File: config.mk
export PLATFORM = sky130hd
export DESIGN_NAME = fsps_sequencer
export DESIGN_NICKNAME = d
export VERILOG_FILES = /design/src/common/fsps_pkg.sv /design/src/fsps_sequencer.sv /design/src/fsps_rc_timer.sv
export SDC_FILE = /design/constraint.sdc
export NUM_CORES = 1
export LEC_CHECK = 0
export BUFFER_PORTS_ARGS = -buffer_cell sky130_fd_sc_hd__buf_2
export CORE_ASPECT_RATIO = 0.75
export CORE_MARGIN = 2
export CORE_UTILIZATION = 48
export DETAILED_ROUTE_END_ITERATION = 10
export PLACE_DENSITY = 0.77
export SKIP_CTS_REPAIR_TIMING = 1
export SLEW_MARGIN = 20
export SYNTH_ARGS = -nofsm -noshare
export SYNTH_HDL_FRONTEND = slang
export SYNTH_SLANG_ARGS = --single-unit
File: constraint.sdc
create_clock -name i_clk_sys -period 1.65 [get_ports i_clk_sys]
set_input_delay 0.0825 -clock i_clk_sys [delete_from_list [all_inputs] [get_ports i_clk_sys]]
set_output_delay 0.0825 -clock i_clk_sys [all_outputs]
set_load 0.02 [all_outputs]
File: src/common/fsps_pkg.sv
// Package for the flash self-programming sequencer: constants, types, map.
package fsps_pkg;

  // Clock and timing.
  localparam int unsigned CLK_HZ = 25000000;
  localparam int unsigned RC_HZ = 8000000;
  localparam int unsigned PROG_MIN_US = 3700;
  localparam int unsigned PROG_MAX_US = 4500;
  // Programming time in RC ticks, halfway between the least and longest time.
  localparam int unsigned PROG_TICKS_DEF =
    ((PROG_MIN_US + PROG_MAX_US) / 2) * (RC_HZ / 1000000);
  localparam int unsigned CMD_WINDOW_CYC = 4;

  // Flash geometry.
  localparam int unsigned PC_W = 13;
  localparam int unsigned WORD_SEL_W = 6;
  localparam int unsigned PAGE_SEL_W = 7;
  localparam int unsigned PTR_W = 16;
  localparam logic [PC_W-1:0] READABLE_LAST = 13'h1BFF;
  localparam logic [PC_W-1:0] BLOCKED_FIRST = 13'h1C00;
  localparam logic [PC_W-1:0] BOOT_START_128 = 13'h1F80;
  localparam logic [PC_W-1:0] BOOT_START_256 = 13'h1F00;
  localparam logic [PC_W-1:0] BOOT_START_512 = 13'h1E00;
  localparam logic [PC_W-1:0] BOOT_START_1K = 13'h1C00;
  localparam logic [PC_W-1:0] APP_END_128 = 13'h1F7F;
  localparam logic [PC_W-1:0] APP_END_256 = 13'h1EFF;
  localparam logic [PC_W-1:0] APP_END_512 = 13'h1DFF;
  localparam logic [PC_W-1:0] APP_END_1K = 13'h1BFF;

  // Control register bit positions.
  localparam int unsigned BIT_ENABLE = 0;
  localparam int unsigned BIT_ERASE = 1;
  localparam int unsigned BIT_WRITE = 2;
  localparam int unsigned BIT_LOCK = 3;
  localparam int unsigned BIT_REEN = 4;
  localparam int unsigned BIT_BUSY = 6;
  localparam logic [6:0] CMD_MASK = 7'h7F;
  localparam logic [6:0] CMD_FILL = 7'h01;
  localparam logic [6:0] CMD_ERASE = 7'h03;
  localparam logic [6:0] CMD_WRITE = 7'h05;
  localparam logic [6:0] CMD_LOCK = 7'h09;
  localparam logic [6:0] CMD_REEN = 7'h11;

  // Register offsets on the plain port.
  localparam logic [3:0] OFS_CTRL = 4'h0;
  localparam logic [3:0] OFS_PTR_LO = 4'h1;
  localparam logic [3:0] OFS_PTR_HI = 4'h2;
  localparam logic [3:0] OFS_STATUS = 4'h3;
  localparam logic [3:0] OFS_SEL = 4'h4;

  typedef enum logic [2:0] {
    FSPS_IDLE = 3'b000,
    FSPS_ARMED = 3'b001,
    FSPS_PROG = 3'b010,
    FSPS_DONE = 3'b011
  } fsps_state_e;

  // Decoded flash address from the pointer.
  typedef struct packed {
    logic [PAGE_SEL_W-1:0] page_select_field;
    logic [WORD_SEL_W-1:0] word_select_field;
    logic byte_sel;
  } fsps_addr_s;

  // Boot section layout for one fuse setting.
  typedef struct packed {
    logic [PC_W-1:0] boot_start;
    logic [PC_W-1:0] app_end;
  } fsps_boot_s;

endpackage : fsps_pkg

File: src/fsps_sequencer.sv
// Flash self-programming sequencer: control register, timing, address map.
`timescale 1ns/1ps
`default_nettype none
module fsps_sequencer
  import fsps_pkg::*;
#(
  parameter int unsigned PROG_TICKS = PROG_TICKS_DEF
)
(
  input wire logic i_clk_sys,
  input wire logic i_rstn,
  input wire logic i_rc_clk,
  input wire logic i_boot_size_sel_hi,
  input wire logic i_boot_size_sel_lo,
  input wire logic i_eeprom_write_busy_bit,
  input wire logic [3:0] i_addr,
  input wire logic [7:0] i_wdata,
  input wire logic i_wr,
  input wire logic i_rd,
  output logic [7:0] o_rdata,
  input wire logic i_spm_exec,
  input wire logic [15:0] i_spm_data,
  input wire logic [PC_W-1:0] i_fetch_addr,
  output logic o_fetch_allow,
  output logic o_cpu_halt,
  output logic o_prog_req,
  output logic o_erase_req,
  output logic o_write_req,
  output logic o_lock_req,
  output logic o_fill_req,
  output logic [15:0] o_fill_data,
  output logic [7:0] o_lock_data,
  output fsps_addr_s o_flash_addr,
  output fsps_boot_s o_boot
);

  ////////////////////////////////////////////////////////////////////////
  // Decode helpers.

  // Word address lies in the region that cannot be fetched during an erase or write.
  function automatic logic is_readable(input logic [PC_W-1:0] a);
    is_readable = (a <= READABLE_LAST);
  endfunction : is_readable

  // Map the 16-bit pointer onto page, word and byte selects.
  function automatic fsps_addr_s split_ptr(input logic [PTR_W-1:0] p);
    fsps_addr_s r;
    r.page_select_field = p[13:7];
    r.word_select_field = p[6:1];
    r.byte_sel = p[0];
    // Bits 15 and 14 never reach the flash.
    split_ptr = r;
  endfunction : split_ptr

  // Flash word address formed by page and word fields.
  function automatic logic [PC_W-1:0] word_addr(input fsps_addr_s a);
    word_addr = {a.page_select_field, a.word_select_field};
  endfunction : word_addr

  ////////////////////////////////////////////////////////////////////////
  // Registers.
  fsps_state_e state;
  fsps_state_e next_state;
  logic [6:0] cmd;
  logic busy;
  logic [PTR_W-1:0] ptr;
  logic [1:0] win_cnt;
  logic boot_hi;
  logic boot_lo;
  logic in_blocked;
  logic strap_taken;
  logic ee_s1;
  logic ee_s2;
  logic timer_done;

  ////////////////////////////////////////////////////////////////////////
  // Strap and pin capture.

  // Fuses are caught by a clock edge after reset, never by the reset.
  always_ff @(posedge i_clk_sys or negedge i_rstn)
  begin
    if (!i_rstn)
    begin
      strap_taken <= 1'b0;
      boot_hi <= 1'b1;
      boot_lo <= 1'b1;
    end
    else if (!strap_taken)
    begin
      strap_taken <= 1'b1;
      boot_hi <= i_boot_size_sel_hi;
      boot_lo <= i_boot_size_sel_lo;
    end
  end

  // EEPROM busy comes from another block's timing, so synchronise it.
  always_ff @(posedge i_clk_sys or negedge i_rstn)
  begin
    if (!i_rstn)
    begin
      ee_s1 <= 1'b0;
      ee_s2 <= 1'b0;
    end
    else
    begin
      ee_s1 <= i_eeprom_write_busy_bit;
      ee_s2 <= ee_s1;
    end
  end

  ////////////////////////////////////////////////////////////////////////
  // Boot section layout from the fuse pair.
  wire [1:0] boot_sel = {boot_hi, boot_lo};
  wire [PC_W-1:0] boot_start =
    (boot_sel == 2'h3) ? BOOT_START_128 :
    (boot_sel == 2'h2) ? BOOT_START_256 :
    (boot_sel == 2'h1) ? BOOT_START_512 :
    BOOT_START_1K;
  wire [PC_W-1:0] app_end =
    (boot_sel == 2'h3) ? APP_END_128 :
    (boot_sel == 2'h2) ? APP_END_256 :
    (boot_sel == 2'h1) ? APP_END_512 :
    APP_END_1K;

  ////////////////////////////////////////////////////////////////////////
  // Register port decode.
  wire wr_ctrl = i_wr && (i_addr == OFS_CTRL);
  wire wr_ptr_lo = i_wr && (i_addr == OFS_PTR_LO);
  wire wr_ptr_hi = i_wr && (i_addr == OFS_PTR_HI);
  // A command write is refused while an operation runs or EEPROM writes.
  wire cmd_ok = (state == FSPS_IDLE) && !ee_s2;
  wire [6:0] wcmd = i_wdata[6:0] & CMD_MASK;
  wire take_cmd = wr_ctrl && cmd_ok && wcmd[BIT_ENABLE];
  wire is_reen = (cmd == CMD_REEN);
  wire is_timed = (cmd == CMD_ERASE) || (cmd == CMD_WRITE) ||
    (cmd == CMD_LOCK);
  wire fire = (state == FSPS_ARMED) && i_spm_exec;
  wire win_over = (state == FSPS_ARMED) && !i_spm_exec &&
    (win_cnt == 2'(CMD_WINDOW_CYC - 1));
  wire fsps_addr_s addr_split = split_ptr(ptr);
  wire fire_timed = fire && is_timed;
  wire fire_reen = fire && is_reen;

  // Next state of the command sequence.
  always_comb
  begin
    next_state = state;
    case (state)
      FSPS_IDLE:
        if (take_cmd)
          next_state = FSPS_ARMED;
      FSPS_ARMED:
        if (fire_timed)
          next_state = FSPS_PROG;
        else if (fire || win_over)
          next_state = FSPS_IDLE;
      FSPS_PROG:
        if (timer_done)
          next_state = FSPS_DONE;
      FSPS_DONE:
        next_state = FSPS_IDLE;
      default:
        next_state = FSPS_IDLE;
    endcase
  end

  ////////////////////////////////////////////////////////////////////////
  // State, command and window counter.
  always_ff @(posedge i_clk_sys or negedge i_rstn)
  begin
    if (!i_rstn)
    begin
      state <= FSPS_IDLE;
      cmd <= '0;
      win_cnt <= '0;
    end
    else
    begin
      state <= next_state;
      if (take_cmd)
        cmd <= wcmd;
      else if (next_state == FSPS_IDLE && state != FSPS_IDLE)
        cmd <= '0;
      if (state == FSPS_ARMED)
        win_cnt <= win_cnt + 2'h1;
      else
        win_cnt <= '0;
    end
  end

  // Pointer register, written a byte at a time.
  always_ff @(posedge i_clk_sys or negedge i_rstn)
  begin
    if (!i_rstn)
      ptr <= '0;
    else if (wr_ptr_lo)
      ptr[7:0] <= i_wdata;
    else if (wr_ptr_hi)
      ptr[15:8] <= i_wdata;
  end

  // Busy: set on starting erase or write of the readable region, cleared
  // only by the re-enable command, and never while an operation runs.
  wire busy_set = fire && ((cmd == CMD_ERASE) || (cmd == CMD_WRITE)) &&
    is_readable(word_addr(addr_split));
  always_ff @(posedge i_clk_sys or negedge i_rstn)
  begin
    if (!i_rstn)
      busy <= 1'b0;
    else if (busy_set)
      busy <= 1'b1;
    else if (fire_reen)
      busy <= 1'b0;
  end

  ////////////////////////////////////////////////////////////////////////
  // The programming timer counted on the RC oscillator.
  fsps_rc_timer #(
    .TICKS(PROG_TICKS)
  ) u_timer (
    .i_clk_sys(i_clk_sys),
    .i_rstn(i_rstn),
    .i_rc_clk(i_rc_clk),
    .i_start(fire_timed),
    .o_done(timer_done)
  );

  ////////////////////////////////////////////////////////////////////////
  // Requests to the flash array, registered so data outputs are clean.
  always_ff @(posedge i_clk_sys or negedge i_rstn)
  begin
    if (!i_rstn)
    begin
      o_erase_req <= 1'b0;
      o_write_req <= 1'b0;
      o_lock_req <= 1'b0;
      o_fill_req <= 1'b0;
      o_fill_data <= '0;
      o_lock_data <= '0;
      o_flash_addr <= '0;
      in_blocked <= 1'b0;
    end
    else
    begin
      o_erase_req <= fire && (cmd == CMD_ERASE);
      o_write_req <= fire && (cmd == CMD_WRITE);
      o_lock_req <= fire && (cmd == CMD_LOCK);
      o_fill_req <= fire && (cmd == CMD_FILL);
      if (fire && (cmd == CMD_FILL))
        o_fill_data <= i_spm_data;
      if (fire && (cmd == CMD_LOCK))
        o_lock_data <= i_spm_data[7:0];
      o_flash_addr <= addr_split;
      if (fire_timed)
        in_blocked <= !is_readable(word_addr(addr_split)) &&
          (cmd != CMD_LOCK);
    end
  end

  ////////////////////////////////////////////////////////////////////////
  // Fetch gate and halt; a lock write leaves all of flash readable.
  wire erase_or_write = (state == FSPS_PROG) && (cmd != CMD_LOCK);
  assign o_prog_req = (state == FSPS_PROG);
  assign o_fetch_allow = !erase_or_write ||
    (!is_readable(i_fetch_addr) && !in_blocked);
  assign o_cpu_halt = erase_or_write && in_blocked;
  assign o_boot.boot_start = boot_start;
  assign o_boot.app_end = app_end;

  ////////////////////////////////////////////////////////////////////////
  // Read data, one cycle after the read strobe; unmapped reads give zero.
  wire [7:0] ctrl_view = {1'b0, busy, cmd[5:0]};
  // Bit 1 follows the halt, so a finished blocked-region job never lingers.
  wire [7:0] stat_view = {5'h00, ee_s2, o_cpu_halt, o_prog_req};
  wire [7:0] rd_mux =
    (i_addr == OFS_CTRL) ? ctrl_view :
    (i_addr == OFS_PTR_LO) ? ptr[7:0] :
    (i_addr == OFS_PTR_HI) ? ptr[15:8] :
    (i_addr == OFS_STATUS) ? stat_view :
    (i_addr == OFS_SEL) ? {6'h00, boot_sel} :
    8'h00;
  always_ff @(posedge i_clk_sys or negedge i_rstn)
  begin
    if (!i_rstn)
      o_rdata <= '0;
    else if (i_rd)
      o_rdata <= rd_mux;
    else
      o_rdata <= '0;
  end

endmodule : fsps_sequencer
`default_nettype wire

File: src/fsps_rc_timer.sv
// Programming timer counted on ticks of the calibrated RC oscillator.
`timescale 1ns/1ps
`default_nettype none
module fsps_rc_timer
  import fsps_pkg::*;
#(
  parameter int unsigned TICKS = PROG_TICKS_DEF
)
(
  input wire logic i_clk_sys,
  input wire logic i_rstn,
  input wire logic i_rc_clk,
  input wire logic i_start,
  output logic o_done
);

  ////////////////////////////////////////////////////////////////////////
  // The RC clock is foreign, so it passes two flops before edge detection.
  logic rc_s1;
  logic rc_s2;
  logic rc_s3;
  logic [22:0] ticks;
  logic running;
  wire rc_tick = rc_s2 & ~rc_s3;
  wire last_tick = (ticks == 23'(TICKS - 1));

  always_ff @(posedge i_clk_sys or negedge i_rstn)
  begin
    if (!i_rstn)
    begin
      rc_s1 <= 1'b0;
      rc_s2 <= 1'b0;
      rc_s3 <= 1'b0;
    end
    else
    begin
      rc_s1 <= i_rc_clk;
      rc_s2 <= rc_s1;
      rc_s3 <= rc_s2;
    end
  end

  // Count RC ticks, not system clocks, so timing tracks the oscillator.
  always_ff @(posedge i_clk_sys or negedge i_rstn)
  begin
    if (!i_rstn)
    begin
      ticks <= '0;
      running <= 1'b0;
      o_done <= 1'b0;
    end
    else
    begin
      o_done <= running & rc_tick & last_tick;
      if (i_start)
      begin
        running <= 1'b1;
        ticks <= '0;
      end
      else if (running && rc_tick)
      begin
        running <= ~last_tick;
        ticks <= ticks + 23'h000001;
      end
    end
  end

endmodule : fsps_rc_timer
`default_nettype wire

==> results.toml, run 1 <==
[synthesis]
ys_top_cells_by_area = "dfrtp_1, mux2_2, buf_4"
ys_types = 64
synth_ff_type = "dfrtp_1"
synthTopCellsByCount = "dfrtp_1, nor2_1, mux2_2, buf_4, nand2_1"
syn_area_sq_um = 5060
synth_edf_count = 0
yosysTopAreaCell = "dfrtp_1"
avgSynthCellArea_sq_um = 12.1
yosysSeqAreaShare_pct = 55.9
yosysMostFrequentCell = "dfrtp_1"
synth-seq-cells = 113
synthArstFlopShare_pct = 100
netlist_instances = 419
yosysTopAreaCellShare_pct = 54.9
yosysWarnings = 0

[sta]
clock_skew_ns = 0.00421
setup_viol = 22
rsz0062_at_grt = "yes"
hold_violations = 0
post-route-period-util_pct = 117
slew_viol_final = 0
timing.fmax_mhz = 518
layout_setup_ws_ns = -0.282
period_needed_ns = 1.93
hold_slack_ns = 0.0663

[grt]
grt_pass1_vias = 3822
grt-ovfl-total = 0
grt_usage_pct = 21.9
antenna_found_initial = 0
grt_max_degree = 34
grt_pass1_wl_microns = 18900

[final_layout]
n_antenna_cell = 0
final_cell_area_sq_um = 7000
drive_above_1_share_pct = 40.7
area_delta_synth_final_pct = 38.3
fin_nets = 652

[route]
drc = 0
drt_iter0_markers = 177
antenna_left = 0
dr.pass1.iters = 5
wl_microns = 12900
wl_per_cell_microns = 17.3
dr_total_vias = 4012
via_per_inst = 5.36

[clock_tree]
insertion_delay_ns = 0.41
cts_tree = "yes"
clkSinkCount = 113
clk_pin_slew_ns = 0.05
numCtsBuffers = 17
clock_path_buffers = 2
root_buffer = "clkbuf_16"
htreeDepth = 4

[worst_setup_path]
crit_path_end_kind = "output pin"
start_kind = "register"
cp_max_fo = 7
r2r_start = "cmd[6]$_DFFE_PN0P_"
rrSetupSlack_ns = -0.11
critPathKind = "reg -> out"
r2r-end = "in_blocked$_DFFE_PN0N_"
arrival_ns = 1.85
worstPathRequired_ns = 1.57
rr_worst_depth = 5
worstSetupStartpoint = "cmd[4]$_DFFE_PN0P_"

[power]
ir_drop_v = 0.00106
total_power_mw = 8.39
p_leak_nw = 3.38
p_per_area_nw_per_um2 = 1200

[hold_path]
whs_path_depth = 3
hp-class = "in -> reg"
hp-start = "i_wr"
hold_path_end = "ptr[8]$_DFFE_PN0P_"

[floorplanning]
die_width_microns = 123
num_rows = 32
initial_utilization_pct = 49.2
fp.coreArea_sq_um = 10300
io_pins = 129
dieArea_sq_um = 11400
dieHeight_microns = 92.9

[job]
max_cap_viol_count = 0

[run_status]
outcome = "finished with violations"
violations = "setup timing"

[placed_design]
dp_hpwl_microns = 8370
place.gp.congestion = 0.885
io_buffers = 99
placed_area_sq_um = 5910
-- final cells by class --
cell class	count	area, sq um
clock buffers	21	470
flip-flops and latches	113	2830
well taps	136	170
multi-input cells	282	2140
clock inverters	10	134
inverters	11	41.3
fillers	729	3290
repair buffers	175	1210
-- worst max-delay path: stages (launching register included) --
cell and delay [ns]:
dfrtp_1 0.39, buf_4 0.18, nor2_2 0.29, nand3_4 0.14
buf_6 0.14, and3_4 0.17, buf_6 0.12
-- registers in the layout, indices dropped and copies added, names as in the netlist, 2 cells and up --
name,count
o_fill_data,16
ptr,16
win_cnt,2
state,3
u_timer.ticks,23
o_rdata,8
o_flash_addr,14
o_lock_data,8
cmd,7
-- stage by stage --
step	utilization (%)	std cells	setup slack [ns]	TNS, ns
after floorplan	-	438	-0.0273	-0.273
after global placement	57.5	682	0.0319	0
after detailed placement	57.5	682	-0.0318	-0.191
after CTS	63.3	713	-0.368	-1.06
after global routing	68.0	748	-0.351	-4.01
final	68.0	748	-0.282	-1.48
-- worst max-delay path by stage --
| stage | to | slack, ns | cells after the start |
|---|---|---|---|
| 6_report | o_cpu_halt | -0.28 | 6 |
| 5_1_grt | o_cpu_halt | -0.35 | 6 |
| 4_1_cts | o_cpu_halt | -0.37 | 6 |
| 3_5_place_dp | o_lock_data[4]$_DFFE_PN0P_ | -0.03 | 4 |
| 3_3_place_gp | o_lock_data[5]$_DFFE_PN0P_ | 0.03 | 4 |
| 2_1_floorplan | o_fill_data[10]$_DFFE_PN0P_ | -0.03 | 6 |
-- cells by family after synthesis --
| family | synth area share, % |
|---|---|
| mux | 11.1 |
| xor+xnor | 2.60 |
| compound gates | 6.65 |
| other cells | 0.148 |
| buf+inv | 5.61 |
| flops | 55.9 |
| simple gates | 17.5 |
| fa+ha+maj | 0.494 |
-- per-layer routing --
metal,up-vias,part of all wire [%],global-route usage [%]
met5,-,0,0
met4,0,1.1,8.14
met3,15,5.8,7.57
met2,149,49,34.3
met1,2011,44,28.2
li1,1837,-,-
-- report_power, final --
| part | internal (mW) | switching [mW] | leakage (nW) |
|---|---|---|---|
| sequential | 3.10 | 0.210 | 1.44 |
| clock | 2.47 | 1.23 | 0.295 |
| combinational | 0.602 | 0.777 | 1.65 |
| total | 6.18 | 2.21 | 3.38 |
-- cells in the final DEF, fill, tap and decap left out, types with 11 or more instances in the layout --
cell type / count
buf_2: 96
mux2_4: 16
mux2_2: 26
buf_4: 42
inv_1: 11
clkbuf_16: 18
conb_1: 21
dfrtp_1: 111
nand2_1: 19
nor2_1: 35
dlygate4sd3_1: 30
o21ai_0: 12
a21oi_1: 14
Power figures use the tool's default switching activity.
==> inputs of run 2 (changes only) <==
CORE_MARGIN = default   (was 2)
CTS_CLUSTER_SIZE = 10   (was default)
==> run 2 against run 1 <==
Against the previous run: the flow still finishes with violations (setup timing); first-iteration DRC count shrank 29%; worst hold slack gained 0.015 ns; flip-flop and latch count is the same; via count shrank 0.90%; fmax grew 11%; critical path depth shrank 2; register-to-register slack gained 0.06 ns; clock skew is essentially flat; worst setup slack gained 0.19 ns; combinational power is essentially flat; routed wire length shrank 7.7%; critical path type unchanged; largest power group unchanged.
==> results.toml, run 2 (synthesis gave the netlist of run 1 again) <==
[run_status]
outcome = "finished with violations"
violations = "setup timing"

[grt]
grt-ovfl-total = 0
grt_pass1_vias = 3902
grt_max_degree = 39
antenna_found_initial = 0
grt_pass1_wl_microns = 18500
grt_usage_pct = 21.9

[floorplanning]
fp.coreArea_sq_um = 10200
dieArea_sq_um = 11000
num_rows = 32
initial_utilization_pct = 49.4
die_width_microns = 121
io_pins = 129
dieHeight_microns = 90.9

[final_layout]
top_register = "u_timer.ticks"
drive_above_1_share_pct = 40.7
n_antenna_cell = 0
mostFrequentLayoutCells = "dfrtp_1, buf_2, buf_4"
layout_commonest_cell = "dfrtp_1"
final_cell_area_sq_um = 6920
fin_util_pct = 67.5
biggestRegsByFlops = "u_timer.ticks x23, o_fill_data x16, ptr x16"
largest_reg_flops = 23
fin_nets = 651
area_delta_synth_final_pct = 36.7

[worst_setup_path]
worstPathRequired_ns = 1.57
cp_max_fo = 3
rrSetupSlack_ns = -0.05
crit_path_end_kind = "output pin"
r2r-end = "o_lock_data[4]$_DFFE_PN0P_"
rr_worst_depth = 4
r2r_start = "cmd[1]$_DFFE_PN0P_"
arrival_ns = 1.66
start_kind = "register"
critPathKind = "reg -> out"

[clock_tree]
clkSinkCount = 113
numCtsBuffers = 17
insertion_delay_ns = 0.41
clock_path_buffers = 2
cts_tree = "yes"
htreeDepth = 4
root_buffer = "clkbuf_16"
clk_pin_slew_ns = 0.05

[route]
dr.pass1.iters = 5
wl_microns = 12000
antenna_left = 0
via_per_inst = 5.32
dr_total_vias = 3976
wl_per_cell_microns = 16.0
drc = 0
drt_iter0_markers = 125

[power]
p_per_area_nw_per_um2 = 1170
internal_power_mw = 5.83
swShare_pct = 28.0
combinationalPowerShare_pct = 17.4
power_frac_seq_pct = 41.1
p_leak_nw = 3.34
pwr-share-clk_pct = 41.5
p_sw_mw = 2.27
ir_drop_v = 0.000916

[placed_design]
dp_hpwl_microns = 7840
io_buffers = 99
placed_area_sq_um = 5910
place.gp.congestion = 0.839

[hold_path]
hold_path_end = "ptr[8]$_DFFE_PN0P_"
whs_path_depth = 3
hp-start = "i_wr"
hp-class = "in -> reg"

[sta]
timing.fmax_mhz = 573
period_needed_ns = 1.75
tns_ns = -0.743
rsz0062_at_grt = "yes"
slew_viol_final = 0
layout_setup_ws_ns = -0.0956
hold_violations = 0
post-route-period-util_pct = 106
clock_skew_ns = 0.00385
setup_viol = 26

[job]
max_cap_viol_count = 0
run 2: cell count changes in the layout (fill, tap and decap cells not counted), moves of 2 or more:
cell        change
dfrtp_2         +2
clkinvlp_4      +3
mux2_1          +2
bufinv_16       -2
buf_4           +2
dfrtp_1         -2
clkbuf_8        -2
mux2_4          -3
run 2: through the flow:
step | setup slack (ns) | power (mW) | hold slack (ns) | cells
2_1_floorplan | -0.0273 | 4.08 | -0.213 | 438
3_5_place_dp | -0.0590 | 4.60 | 0.0467 | 682
5_1_grt | -0.160 | 8.46 | 0.0720 | 748
6_report | -0.0956 | 8.10 | 0.0816 | 748
4_1_cts | -0.238 | 8.01 | -0.390 | 714
3_3_place_gp | -0.0199 | 4.55 | 0.0367 | 682
run 2: per-layer routing:
metal / track usage (%) / up-vias / wire [microns]
li1: - / 1833 / -
met3: 6.22 / 18 / 554
met2: 35.2 / 125 / 6000
met1: 27.7 / 2000 / 5200
met4: 9.26 / 0 / 190
met5: 0 / - / 0
run 2: critical path, cell delays in order (launching register included):
cell and delay (ns):
dfrtp_1 0.40, nor4b_4 0.34, nand3_2 0.17, and3_4 0.22
buf_6 0.12
run 2: cell type report:
type                       count  area, sq um
clock inverter                13          114
tap                          136          170
multi-input combinational    281         2130
timing repair buffer         175         1190
sequential                   113         2830
inverter                      11         41.3
fill                         766         3330
clock buffer                  19          443
run 2: power groups by stage:
stage	registers, mW	logic (mW)	clock network (mW)
4_1_cts	3.31	1.27	3.43
6_report	3.33	1.41	3.37
5_1_grt	3.37	1.52	3.57
2_1_floorplan	3.47	0.612	0
3_3_place_gp	3.33	1.22	0
3_5_place_dp	3.35	1.25	0
run 2: worst max-delay path by stage:
stage	from	to	slack, ns	depth (start not counted)
after floorplan	cmd[1]$_DFFE_PN0P_	o_fill_data[10]$_DFFE_PN0P_	-0.03	6
after global placement	cmd[6]$_DFFE_PN0P_	o_lock_data[6]$_DFFE_PN0P_	-0.02	4
after detailed placement	cmd[6]$_DFFE_PN0P_	o_lock_data[0]$_DFFE_PN0P_	-0.06	4
after CTS	cmd[6]$_DFFE_PN0P_	o_cpu_halt	-0.24	4
after global routing	cmd[1]$_DFFE_PN0P_	o_cpu_halt	-0.16	4
final	cmd[1]$_DFFE_PN0P_	o_cpu_halt	-0.1	4
==> inputs of run 3 (changes only) <==
ABC_AREA = 1   (was default)
==> run 3 against run 2 <==
Against the previous run: die area rose by 3.1%; register-to-register slack gained 0.08 ns; critical endpoint unchanged; clock skew rose by 0.0029 ns; combinational power fell by 42%; largest power group unchanged; first-iteration DRC count grew to 3.7 times the previous value; flip-flop and latch count unchanged; sequential power is 5% lower; critical path type unchanged; worst hold slack got worse by 0.046 ns; the flow still finishes with violations (setup timing); via count up 21%; fmax increased by 5.0%; cell area up 1.0%.
==> results.toml, run 3 <==
[placed_design]
io_buffers = 99
place.gp.congestion = 0.902
place_ws_ns = 0.0503
placed_area_sq_um = 5910
dp_cells = 854
dp_hpwl_microns = 9020

[route]
dr_total_vias = 4821
antenna_left = 0
routed.top_layer = "met5"
met2_length_microns = 6310
drc = 0
drt_iter0_markers = 460
wl_microns = 13500
wl_per_cell_microns = 14.6
via_per_inst = 5.22
route.met3.wl_microns = 1180
m1WireLength_microns = 5690
dr.pass1.iters = 7

[synthesis]
netlist_instances = 615
synth-seq-cells = 113
yosysSeqAreaShare_pct = 54.2
yosysMostFrequentCell = "nand2_1"
yosysWarnings = 0
ys_types = 38
yosysTopAreaCell = "dfrtp_1"
synth_edf_count = 0
synth_ff_type = "dfrtp_1"
syn_area_sq_um = 5220
synthTopCellsByCount = "nand2_1, dfrtp_1, inv_1, nor2_1, o21ai_1"
yosysTopAreaCellShare_pct = 53.2
ys_top_cells_by_area = "dfrtp_1, nand2_1, inv_1"
synthArstFlopShare_pct = 100
avgSynthCellArea_sq_um = 8.49

[floorplanning]
fp.coreArea_sq_um = 10500
io_pins = 129
die_width_microns = 122
dieHeight_microns = 92.3
num_rows = 32
dieArea_sq_um = 11300
initial_utilization_pct = 50.0

[hold_path]
hp-class = "in -> async"

[clock_tree]
numCtsBuffers = 17
htreeDepth = 4
insertion_delay_ns = 0.42
clkSinkCount = 113
root_buffer = "clkbuf_16"
clock_path_buffers = 2
cts_tree = "yes"
clk_pin_slew_ns = 0.05

[sta]
setup_viol = 1
slew_viol_final = 0
period_needed_ns = 1.66
layout_setup_ws_ns = -0.0117
timing.fmax_mhz = 602
rsz0062_at_grt = "yes"
slew_headroom_pct = 59.7
post-route-period-util_pct = 101
worst_slew_pin_slew_ns = 0.604
hold_violations = 0
tns_ns = -0.0117
clock_skew_ns = 0.00673
hold_slack_ns = 0.0352

[grt]
grt_max_degree = 63
grt_pass1_vias = 4234
grt_usage_pct = 23.6
grt_pass1_wl_microns = 20400
antenna_found_initial = 1
grt-ovfl-total = 0

[power]
total_power_mw = 7.76
p_per_area_nw_per_um2 = 1110
internal_power_mw = 5.73
swShare_pct = 26.1
ir_drop_v = 0.000753
combinationalPowerShare_pct = 10.6
p_sw_mw = 2.02
power_frac_seq_pct = 40.6
pwr-share-clk_pct = 48.8
p_leak_nw = 3.62

[final_layout]
top_register = "u_timer.ticks"
area_delta_synth_final_pct = 33.9
fin_nets = 827
fin_util_pct = 66.9
mostFrequentLayoutCells = "nand2_1, dfrtp_1, buf_2"
layout_commonest_cell = "nand2_1"
largest_reg_flops = 23
biggestRegsByFlops = "u_timer.ticks x23, o_fill_data x16, ptr x16"
fin_cells = 924
n_antenna_cell = 0
drive_above_1_share_pct = 27.0
final_cell_area_sq_um = 6990

[run_status]
violations = "setup timing"
outcome = "finished with violations"

[worst_setup_path]
critPathKind = "reg -> out"
arrival_ns = 1.58
start_kind = "register"
cp_max_fo = 4
crit_path_end_kind = "output pin"
worstPathRequired_ns = 1.57

[job]
max_cap_viol_count = 0
==> run 3: cell types whose count changed in the layout (fill, tap and decap cells not counted), moves of 8 or more <==
cell | before | now
buf_4 | 44 | 23
inv_1 | 11 | 60
inv_2 | 0 | 9
mux2_2 | 27 | 0
mux2_4 | 13 | 0
mux2i_1 | 9 | 0
nand2_1 | 18 | 178
nand3_1 | 6 | 24
nand4_1 | 10 | 22
nor2_1 | 35 | 53
o21ai_1 | 0 | 36
o21ai_2 | 0 | 8
xnor2_1 | 9 | 1
==> run 3: worst paths after layout <==
path	slack, ns	startpoint	cells past startpoint	end
max	-0.01	state[0]$_DFF_PN0_	7	o_cpu_halt
min	0.04	i_rstn	2	strap_taken$_DFF_PN0_
max reg2reg	0.03	state[2]$_DFF_PN0_	9	cmd[4]$_DFFE_PN0P_
min reg2reg	0.35	ee_s1$_DFF_PN0_	0	ee_s2$_DFF_PN0_
max in group asynchronous	1.06	i_rstn	3	cmd[3]$_DFFE_PN0P_
min in group i_clk_sys	0.09	i_spm_exec	5	o_write_req$_DFF_PN0_
==> run 3: layer usage <==
layer	up-vias	GRT usage, %
li1	2251	-
met1	2291	32.2
met4	2	8.03
met5	-	0
met3	41	7.20
met2	236	35.6
==> run 3: worst max-delay path, cell delays in order, from the launching register on <==
cell     delay [ns]
dfrtp_2        0.44
nor2_4         0.14
inv_2          0.07
nor2_4         0.11
buf_6          0.12
nand2_4        0.05
nor2_4         0.11
buf_6          0.12
==> run 3: power by group through the flow <==
stage	Clock, mW	Combinational (mW)	Sequential, mW
finish	3.79	0.823	3.15
global route	3.98	0.905	3.17
CTS	3.84	0.738	3.13
detailed placement	0	0.734	3.18
global placement	0	0.703	3.17
floorplan	0	0.359	3.24
==> run 3: final cells by class <==
type                    instances  area, sq um
multi-input cells             416         2050
clock buffers                  18          439
inverters                      72          278
well taps                     136          170
repair buffers                155         1040
clock inverters                14          181
flip-flops and latches        113         2840
fillers                       798         3460
==> run 3: kinds of logic (layout without fill, tap and decap cells) <==
kind of cell	count (synthesis)	after routing	share of synthesized area [%]
AND/OR/NAND/NOR	317	317	26.8
adder cells (fa/ha/maj)	2	2	0.479
XOR/XNOR	7	7	1.17
AO/OA/AOI/OAI	69	69	7.57
buffers and inverters	105	259	9.61
flip-flops	113	113	54.2
other	2	21	0.144
